--- config.mk ---
export PLATFORM = sky130hd
export DESIGN_NAME = ingress_policy_ctrl
export DESIGN_NICKNAME = d
export VERILOG_FILES = /design/src/inc/ingress_policy_pkg.sv /design/src/core/policy_eval.sv /design/src/core/ingress_policy_ctrl.sv
export SDC_FILE = /design/constraint.sdc
export NUM_CORES = 1
export LEC_CHECK = 0
export ABC_AREA = 1
export CORE_MARGIN = 2
export CORE_UTILIZATION = 62
export DETAILED_ROUTE_END_ITERATION = 12
export DONT_BUFFER_PORTS = 1
export PLACE_DENSITY_LB_ADDON = 0.2
export SYNTH_ARGS = -nofsm -noshare
export SYNTH_HDL_FRONTEND = slang
export SYNTH_SLANG_ARGS = --single-unit
--- constraint.sdc ---
create_clock -name CLK_I -period 3.8 [get_ports CLK_I]
set_input_delay 0.57 -clock CLK_I [delete_from_list [all_inputs] [get_ports CLK_I]]
set_output_delay 0.57 -clock CLK_I [all_outputs]
set_load 0.005 [all_outputs]
--- src/inc/ingress_policy_pkg.sv ---
package ingress_policy_pkg;
  localparam int         NUM_PORTS       = 5;
  localparam int         PORT_W          = 3;
  localparam int         PRIO_W          = 3;
  localparam int         VID_W           = 12;
  localparam int         DATA_W          = 32;
  localparam int         ADDR_W          = 12;
  localparam int         CTRL_W          = 8;
  // Register indices; byte address is four times the index
  localparam logic [9:0] CTRL_IDX [NUM_PORTS] = '{10'h012, 10'h022, 10'h032, 10'h042, 10'h052};
  localparam int         CEIL_BIT        = 7;
  localparam int         VLAN_CHK_BIT    = 6;
  localparam int         FOREIGN_VID_BIT = 5;
  localparam int         FORCE_FC_BIT    = 4;
  localparam logic [7:0] CTRL_RESET      = 8'h00;
  localparam logic [1:0] HRESP_OKAY      = 2'h0;
endpackage : ingress_policy_pkg

--- src/core/policy_eval.sv ---
`timescale 1ns/1ps
module policy_eval
  import ingress_policy_pkg::*;
(
  input  wire logic [ingress_policy_pkg::CTRL_W-1:0] ctrl_i,
  input  wire logic                                  port_ok_i,
  input  wire logic                                  member_i,
  input  wire logic [ingress_policy_pkg::PRIO_W-1:0] prio_i,
  input  wire logic [ingress_policy_pkg::VID_W-1:0]  vid_i,
  input  wire logic [ingress_policy_pkg::PRIO_W-1:0] def_prio_i,
  input  wire logic [ingress_policy_pkg::VID_W-1:0]  def_vid_i,
  output logic      [ingress_policy_pkg::PRIO_W-1:0] prio_o,
  output logic                                       drop_o
);
  import ingress_policy_pkg::*;

  logic member_fail;
  logic vid_fail;

  always_comb begin
    prio_o = prio_i;
    if (port_ok_i && ctrl_i[CEIL_BIT] && (prio_i > def_prio_i)) begin
      prio_o = def_prio_i;
    end
    member_fail = port_ok_i && ctrl_i[VLAN_CHK_BIT] && !member_i;
    vid_fail    = port_ok_i && ctrl_i[FOREIGN_VID_BIT] && (vid_i != def_vid_i);
    drop_o      = member_fail || vid_fail;
  end
endmodule : policy_eval

--- src/core/ingress_policy_ctrl.sv ---
// Contract
// Ceiling set: priority above port default tag priority is replaced by it.
// Ceiling clear: frame priority passes unchanged, no comparison.
// VLAN check set: drop frames whose VID membership excludes ingress port.
// Foreign-VID drop set: drop frames whose VID differs from port default VID.
// Force flow control set: rx and tx pause enabled regardless of negotiation.
// Force flow control clear: pause enables follow the negotiation result.
// Failing either enabled check drops; settings apply to their own port only.
//
// Chosen here: register access over AHB-Lite.
`timescale 1ns/1ps
module ingress_policy_ctrl
  import ingress_policy_pkg::*;
(
  input  wire logic                                    CLK_I,
  input  wire logic                                    RST_B_I,
  input  wire logic                                    CE_I,
  input  wire logic                                    HSEL_I,
  input  wire logic [ingress_policy_pkg::ADDR_W-1:0]   HADDR_I,
  input  wire logic [1:0]                              HTRANS_I,
  input  wire logic                                    HWRITE_I,
  input  wire logic [2:0]                              HSIZE_I,
  input  wire logic                                    HREADY_I,
  input  wire logic [ingress_policy_pkg::DATA_W-1:0]   HWDATA_I,
  output logic      [ingress_policy_pkg::DATA_W-1:0]   HRDATA_O,
  output logic                                         HREADYOUT_O,
  output logic      [1:0]                              HRESP_O,
  input  wire logic                                    FRM_VALID_I,
  input  wire logic [ingress_policy_pkg::PORT_W-1:0]   FRM_PORT_I,
  input  wire logic [ingress_policy_pkg::PRIO_W-1:0]   FRM_PRIO_I,
  input  wire logic [ingress_policy_pkg::VID_W-1:0]    FRM_VID_I,
  input  wire logic [ingress_policy_pkg::NUM_PORTS-1:0] FRM_MEMBER_I,
  input  wire logic [ingress_policy_pkg::PRIO_W-1:0]   DEF_PRIO_I,
  input  wire logic [ingress_policy_pkg::VID_W-1:0]    DEF_VID_I,
  input  wire logic [ingress_policy_pkg::NUM_PORTS-1:0] AN_RX_PAUSE_I,
  input  wire logic [ingress_policy_pkg::NUM_PORTS-1:0] AN_TX_PAUSE_I,
  output logic                                         RES_VALID_O,
  output logic      [ingress_policy_pkg::PRIO_W-1:0]   RES_PRIO_O,
  output logic                                         RES_DROP_O,
  output logic      [ingress_policy_pkg::NUM_PORTS-1:0] RX_PAUSE_EN_O,
  output logic      [ingress_policy_pkg::NUM_PORTS-1:0] TX_PAUSE_EN_O
);
  import ingress_policy_pkg::*;

  function automatic logic [PORT_W:0] decode(input logic [ADDR_W-1:0] addr);
    logic [PORT_W:0] res;
    res = '0;
    for (int p = 0; p < NUM_PORTS; p++) begin
      if (addr[ADDR_W-1:2] == CTRL_IDX[p]) begin
        res = {1'b1, PORT_W'(p)};
      end
    end
    return res;
  endfunction : decode

  logic [CTRL_W-1:0]    ctrl [NUM_PORTS];
  logic [CTRL_W-1:0]    next_ctrl [NUM_PORTS];
  logic                 wr_pend;
  logic                 next_wr_pend;
  logic [PORT_W-1:0]    wr_port;
  logic [PORT_W-1:0]    next_wr_port;
  logic [DATA_W-1:0]    next_rdata;
  logic                 acc;
  logic [PORT_W:0]      hit;

  assign acc = HSEL_I && HREADY_I && HTRANS_I[1];
  assign hit = decode(HADDR_I);

  // Zero wait states; a read right behind a write to the same register sees the new byte
  always_comb begin
    next_ctrl    = ctrl;
    next_wr_pend = acc && HWRITE_I && hit[PORT_W];
    next_wr_port = hit[PORT_W-1:0];
    next_rdata   = HRDATA_O;
    if (wr_pend) begin
      next_ctrl[wr_port] = HWDATA_I[CTRL_W-1:0];
    end
    if (acc && !HWRITE_I) begin
      next_rdata = '0;
      if (hit[PORT_W]) begin
        if (wr_pend && (wr_port == hit[PORT_W-1:0])) begin
          next_rdata[CTRL_W-1:0] = HWDATA_I[CTRL_W-1:0];
        end else begin
          next_rdata[CTRL_W-1:0] = ctrl[hit[PORT_W-1:0]];
        end
      end
    end
  end

  always_ff @(posedge CLK_I or negedge RST_B_I) begin
    if (!RST_B_I) begin
      for (int p = 0; p < NUM_PORTS; p++) begin
        ctrl[p] <= CTRL_RESET;
      end
      wr_pend     <= 1'b0;
      wr_port     <= '0;
      HRDATA_O    <= '0;
      HREADYOUT_O <= 1'b1;
      HRESP_O     <= HRESP_OKAY;
    end else if (CE_I) begin
      ctrl        <= next_ctrl;
      wr_pend     <= next_wr_pend;
      wr_port     <= next_wr_port;
      HRDATA_O    <= next_rdata;
      HREADYOUT_O <= 1'b1;
      HRESP_O     <= HRESP_OKAY;
    end
  end

  // Only the ingress port's own control byte is consulted for the frame result
  logic                 port_ok;
  logic [CTRL_W-1:0]    frm_ctrl;
  logic                 frm_member;
  logic [PRIO_W-1:0]    eval_prio;
  logic                 eval_drop;
  logic [NUM_PORTS-1:0] force_vec;
  logic                 next_res_valid;
  logic [PRIO_W-1:0]    next_res_prio;
  logic                 next_res_drop;
  logic [NUM_PORTS-1:0] next_rx_pause;
  logic [NUM_PORTS-1:0] next_tx_pause;

  always_comb begin
    port_ok    = (FRM_PORT_I < PORT_W'(NUM_PORTS));
    frm_ctrl   = port_ok ? ctrl[FRM_PORT_I] : CTRL_RESET;
    frm_member = 1'b0;
    for (int p = 0; p < NUM_PORTS; p++) begin
      force_vec[p] = ctrl[p][FORCE_FC_BIT];
      if (FRM_PORT_I == PORT_W'(p)) begin
        frm_member = FRM_MEMBER_I[p];
      end
    end
  end

  policy_eval policy_eval_inst (
    .ctrl_i     (frm_ctrl),
    .port_ok_i  (port_ok),
    .member_i   (frm_member),
    .prio_i     (FRM_PRIO_I),
    .vid_i      (FRM_VID_I),
    .def_prio_i (DEF_PRIO_I),
    .def_vid_i  (DEF_VID_I),
    .prio_o     (eval_prio),
    .drop_o     (eval_drop)
  );

  always_comb begin
    next_res_valid = FRM_VALID_I;
    next_res_prio  = FRM_VALID_I ? eval_prio : RES_PRIO_O;
    next_res_drop  = FRM_VALID_I ? eval_drop : RES_DROP_O;
    next_rx_pause  = force_vec | AN_RX_PAUSE_I;
    next_tx_pause  = force_vec | AN_TX_PAUSE_I;
  end

  always_ff @(posedge CLK_I or negedge RST_B_I) begin
    if (!RST_B_I) begin
      RES_VALID_O   <= 1'b0;
      RES_PRIO_O    <= '0;
      RES_DROP_O    <= 1'b0;
      RX_PAUSE_EN_O <= '0;
      TX_PAUSE_EN_O <= '0;
    end else if (CE_I) begin
      RES_VALID_O   <= next_res_valid;
      RES_PRIO_O    <= next_res_prio;
      RES_DROP_O    <= next_res_drop;
      RX_PAUSE_EN_O <= next_rx_pause;
      TX_PAUSE_EN_O <= next_tx_pause;
    end
  end
endmodule : ingress_policy_ctrl

# Word level (Yosys, flattened, before mapping)
# Cells that the tools add are included.
# Widths: inputs -> output; s select.
[word_totals]
word_cells = 78
input_bits = 104
ff_bits = 67
output_inout_bits = 50
[classes]
reduce_logical = 20
bitwise = 5
order_cmp = 6
eq_ne = 11
muxes = 23
[op_table]
columns = ["operator", "n"]
rows = [
  ["$mux 8", 8],
  ["$bmux 8 s3", 2],
  ["$bwmux 40", 1],
  ["$demux 8 s3", 1],
  ["$eq 10x6->1 const B", 2],
  ["$eq 10x7->1 const B", 2],
  ["$mux 4", 5],
  ["$logic_and 1x1->1", 13],
  ["$ge 4x4->1 const B", 3],
  ["$ne 12x12->1", 1],
  ["$not 3->4", 3],
  ["$eq 10x5->1 const B", 1],
  ["$or 5x5->5", 2],
  ["$eq 3x2->1 const B", 2],
  ["$reduce_and 2->1", 3],
  ["$mux 1", 5],
  ["$lt 4x1->1 const B", 1],
  ["$eq 3x1->1 const B", 1],
  ["$eq 3x3->1", 1],
  ["$eq 3x3->1 const B", 1],
  ["$gt 3x3->1", 1],
  ["$logic_not 3->1", 1],
  ["$lt 3x3->1 const B", 1],
  ["$mux 3", 1],
  ["2 further kinds", 3],
]

# Logic depth before layout (Yosys ltp)
[depth]
depth_word = 12
mapped_depth = 13
depth_no_buf = 12

# By module
# From an unflattened synthesis, not the netlist that was laid out.
[hier_totals]
cells_unflattened = 585
hier_area_um2 = 4187.8
[by_module_without_submodules]
columns = ["mod", "instances", "area_per_inst_um2", "seq_area_each_um2", "cells_each"]
rows = [
  ["ingress_policy_ctrl", 1, 3848.7, 1676.6, 520],
  ["policy_eval", 1, 339.1, 0.0, 65],
]

# Least setup slack after synthesis
# Ideal clock, no wire load.
[synth_timing]
path_type = "input to register"
startpoint = "input HADDR_I[2] in the netlist's numbering"
endpoint = "register HRDATA_O[5] in the netlist's numbering"
stages = 13
required_time_ns = 3.684
setup_ns = 0.116
path_slack_ns = 1.990
t_arrival_ns = 1.693
n_path_buf = 1
cell_sequence = "inv_1 -> nand2_2 -> nor2_8 -> nand3_4 -> nand2_4 -> nand2_2 -> nand2_2 -> nand3_4 -> buf_6 -> nor2_2 -> nor2_1 -> nand2_1 -> nand2_1"
[synth_via]
elab_chain_cells = 11
word_cells_on_any_way = 18
classes_between = "eq/ne (6); mux (10); bitwise (1); reduce/logical (1)"
[synth_lines]
columns = ["item", "line", "text"]
rows = [
  ["from (decl)", "ingress_policy_ctrl.sv:19", "input wire logic [ingress_policy_pkg::ADDR_W-1:0] HADDR_I,"],
  ["$eq 10x6->1", "ingress_policy_ctrl.sv:49", "if (addr[ADDR_W-1:2] == CTRL_IDX[p]) begin"],
  ["$mux 4 (3 in series)", "ingress_policy_ctrl.sv:49", ""],
  ["$mux 4 (*)", "ingress_policy_ctrl.sv:49", ""],
  ["$not 3->4 (not written as such)", "ingress_policy_ctrl.sv:84", "next_rdata[CTRL_W-1:0] = ctrl[hit[PORT_W-1:0]];"],
  ["$bmux 8 s3", "ingress_policy_ctrl.sv:84", ""],
  ["$mux 8 (not written as such) (2 in series)", "ingress_policy_ctrl.sv:84", ""],
  ["$mux 8", "ingress_policy_ctrl.sv:81", "if (wr_pend && (wr_port == hit[PORT_W-1:0])) begin"],
  ["$mux 8 (*)", "ingress_policy_ctrl.sv:80", "if (hit[PORT_W]) begin"],
  ["to (signal assigned)", "ingress_policy_ctrl.sv:104", "HRDATA_O <= next_rdata;"],
  ["to (decl)", "ingress_policy_ctrl.sv:25", "output logic [ingress_policy_pkg::DATA_W-1:0] HRDATA_O,"],
]
# Every way passes the cells marked *; elsewhere a longest branch is shown, timed or not. The select of a mux whose other input is x is not followed.
# A chain may end at the register's enable or synchronous reset.

# Final worst setup path
[layout_timing]
startpoint = "input HADDR_I[2] in the netlist's numbering"
endpoint = "register HRDATA_O[7] in the netlist's numbering"
# Same word-level chain as after synthesis.

==> key figures <==
Placed design
  – Number of buffers inserted by port buffering: 0
  – Half-perimeter wire length after detailed placement: 6.42 mm
  – Routability congestion estimate from global placement: 0.874

Min path
  – Path category of the worst min-delay check: in2async

Power
  – Power density over cell area: 360 nW/um^2
  – VDD IR-drop max: 0.234 mV
  – Leakage power total: 0.00210 uW

Global route
  – Antenna violations before repair: 0
  – First-pass GRT wire length: 14.4 mm
  – Pin count of the biggest net entering global routing: 68
  – Total global routing overflow: 0
  – Gr usage total: 0.259
  – Vias in the first global route: 3001

STA
  – Total of endpoints with negative setup slack in the final report: 0
  – Final hold viol count: 0
  – F_max: 0.538 GHz
  – Actual transition at the worst max-transition pin: 0.546 ns
  – RSZ-0062 raised after global routing: no
  – Setup skew after layout: 0.00933 ns
  – Minimum hold slack: 0.104 ns
  – Fin crit period: 1.86 ns
  – Final number of max-transition violations: 0
  – Max_slew headroom: 0.635
  – Final clock period utilization by the worst path: 0.489
  – Setup total negative slack: 0 ns

Setup path
  – Crit path largest cell delay: 0.39 ns
  – Kind of critical path: in2reg
  – Setup slack of the most critical reg-to-reg path: 2.37 ns
  – Endpoint type of the worst setup path: register
  – Cell breakdown of the critical path: inv_1 > nand2_2 > nor2_8 > nand4_1 > nand2_2 > nand2_1 > nand3_1 > nand2_1 > inv_1 > nand3_1 > nand2_1 > nand2_1
  – Worst Path Arrival: 2.10 ns
  – Register-to-Register Path Depth: 9
  – Largest fanout on the critical path: 10
  – Sort of element at the start of the critical path: input port
  – Worst-path cell with the longest stage delay: nand4_1
  – Beginning of the worst register-to-register path: wr_port[2]$_DFFE_PN0P_
  – Family with the most delay on the worst path: simple AND/OR/NAND/NOR gates
  – Worst EP required: 4.04 ns
  – Critical path buffer and inverter count: 2
  – Critical Path Most Common Cell: nand2_1
  – Critical R2R Capture: HRDATA_O[3]$_DFFE_PN0P_
  – Critical path depth in cells: 12

Clock network
  – Maximum level of the CTS H-tree: 3
  – Sink count of the clock tree: 67
  – Clock network latency to the later pin of the worst-skew pair: 0.34 ns
  – Post-cts resize count: 0
  – Clock-pin slew reported for the worst setup and hold paths after clock tree synthesis: 0.08 ns
  – Hold-fix buffer count after cts: 1
  – Clock root buffer: clkbuf_8
  – TritonCTS buffer count: 9
  – Post-CTS setup-driven buffer insertion count: 0
  – Buffer depth of the longest clock path: 2
  – TritonCTS clock tree: yes

Routing
  – Detail-routed net length per standard cell: 14.2 um
  – Number of remaining DRC errors: 0
  – Total Routed Length: 8.67 mm
  – Via Count: 3265
  – Via density: 5.36
  – Initial DRC Count: 162
  – Router iterations before antenna repair: 5
  – Remaining antenna violation count: 0

Die
  – Initial Utilization: 0.651
  – DIE WIDTH: 83.3 um
  – Number of cell rows: 28
  – Die Outline Area: 6940 um^2
  – Floorplan die height: 83.3 um
  – IO Count: 154
  – Core Region: 5990 um^2

Run status
  – Result of the run: finished clean

Yosys
  – Fraction of the yosys area taken by sequential cells: 0.430
  – Number of standard cells after synthesis: 529
  – YS warnings: 0
  – Cell area after synthesis: 3900 um^2
  – Post-synthesis sequential element count: 67
  – Average instance area after synthesis: 7.37 um^2
  – Distinct cells, synth: 32

Cells and area
  – Layout Area Growth over Synthesis: 3.94%
  – Utilization of the core after routing: 0.677
  – Proportion of layout cells with a drive suffix above 1: 0.0674
  – Final nets: 637
  – Number of antenna diodes: 0

Run
  – Number of max-cap violations: 0
area by class of cell:
| type | instances | area [um^2] |
|---|---|---|
| Clock inverter | 4 | 52.6 |
| Sequential cell | 67 | 1680 |
| Multi-Input combinational cell | 391 | 1850 |
| Timing Repair Buffer | 1 | 27.5 |
| Clock buffer | 11 | 131 |
| Fill cell | 515 | 1940 |
| Inverter | 60 | 225 |
| Tap cell | 75 | 93.8 |
cell families after synthesis:
group	count (synthesis)	share of synthesized area
adder cells (fa/ha/maj)	3	0.00962
XOR/XNOR	12	0.0269
buffers and inverters	96	0.121
AND/OR/NAND/NOR	277	0.313
AO/OA/AOI/OAI	72	0.0981
flip-flops	67	0.430
other	2	0.00193
worst reg2reg max path: cells and delay by family, from the launching register on:
family	cells	cell delay, ns
DFF	1	0.44
and+or+nand+nor	8	0.83
buffers and inverters	1	0.06
routing by layer:
metal / wire (um) / share of wire / global-route usage
met2: 4160 / 0.48 / 0.420
met5: 0 / 0 / 0
met4: 85 / 0.0098 / 0.0954
met1: 3670 / 0.42 / 0.342
met3: 755 / 0.087 / 0.0557
where the power goes:
part,internal [uW],leakage (uW),total [uW],switching [uW]
sequential,744,0.000900,768,24.0
combinational,43.9,0.00111,125,80.9
clock,301,0.0000934,567,266
Yosys cell counts (all sizes together):
library cell	n	area share
a21oi	4	0.0051
inv	57	0.055
clkinv	3	0.0029
a31oi	3	0.0048
buf	29	0.056
nor3	2	0.0026
nand3	42	0.066
xnor2	6	0.013
a22oi	1	0.0019
nand3b	2	0.0038
xor2	6	0.013
clkbuf	7	0.0067
o211ai	2	0.0038
o2111ai	1	0.0022
nand4	4	0.0064
ha	3	0.0096
nand2	187	0.19
nor2	40	0.048
o21ai	59	0.076
dfrtp	67	0.43
conb	2	0.0019
o221ai	2	0.0045
per-stage QoR:
| step | setup slack (ns) | total power (uW) | cell area (um^2) | instances |
|---|---|---|---|---|
| 2_1_floorplan | 1.99 | 888 | 4000 | 554 |
| 3_3_place_gp | 1.65 | 882 | 3840 | 593 |
| 3_5_place_dp | 1.63 | 888 | 3840 | 593 |
| 4_1_cts | 1.99 | 1470 | 4060 | 609 |
| 5_1_grt | 1.78 | 1520 | 4060 | 609 |
| 6_report | 1.94 | 1460 | 4060 | 609 |
flip-flops by register name, summed over array words and instances, names as in the netlist:
signal and cells:
HRDATA_O 8, RES_DROP_O 1, RES_PRIO_O 3, RES_VALID_O 1
RX_PAUSE_EN_O 5, TX_PAUSE_EN_O 5, ctrl 40, wr_pend 1
wr_port 3
placed cells by master (no fill, tap or decap), types with 4 or more instances in the layout:
master / n
nand2_1: 180
dfrtp_1: 67
o21ai_0: 59
inv_1: 55
nand3_1: 37
nor2_1: 32
conb_1: 27
clkbuf_8: 9
nand2_2: 6
nor2_2: 6
xnor2_1: 6
xor2_1: 6
a21oi_1: 4
nand4_1: 4
worst max path at each step:
stage               start                 endpoint  slack [ns]
3_3_place_gp   HADDR_I[2]  HRDATA_O[5]$_DFFE_PN0P_        1.65
3_5_place_dp   HADDR_I[2]  HRDATA_O[7]$_DFFE_PN0P_        1.63
5_1_grt        HADDR_I[4]  HRDATA_O[7]$_DFFE_PN0P_        1.78
2_1_floorplan  HADDR_I[2]  HRDATA_O[5]$_DFFE_PN0P_        1.99
6_report       HADDR_I[2]  HRDATA_O[7]$_DFFE_PN0P_        1.94
4_1_cts        HADDR_I[2]  HRDATA_O[1]$_DFFE_PN0P_        1.99
Note: power is estimated with default switching activity, not from simulation.
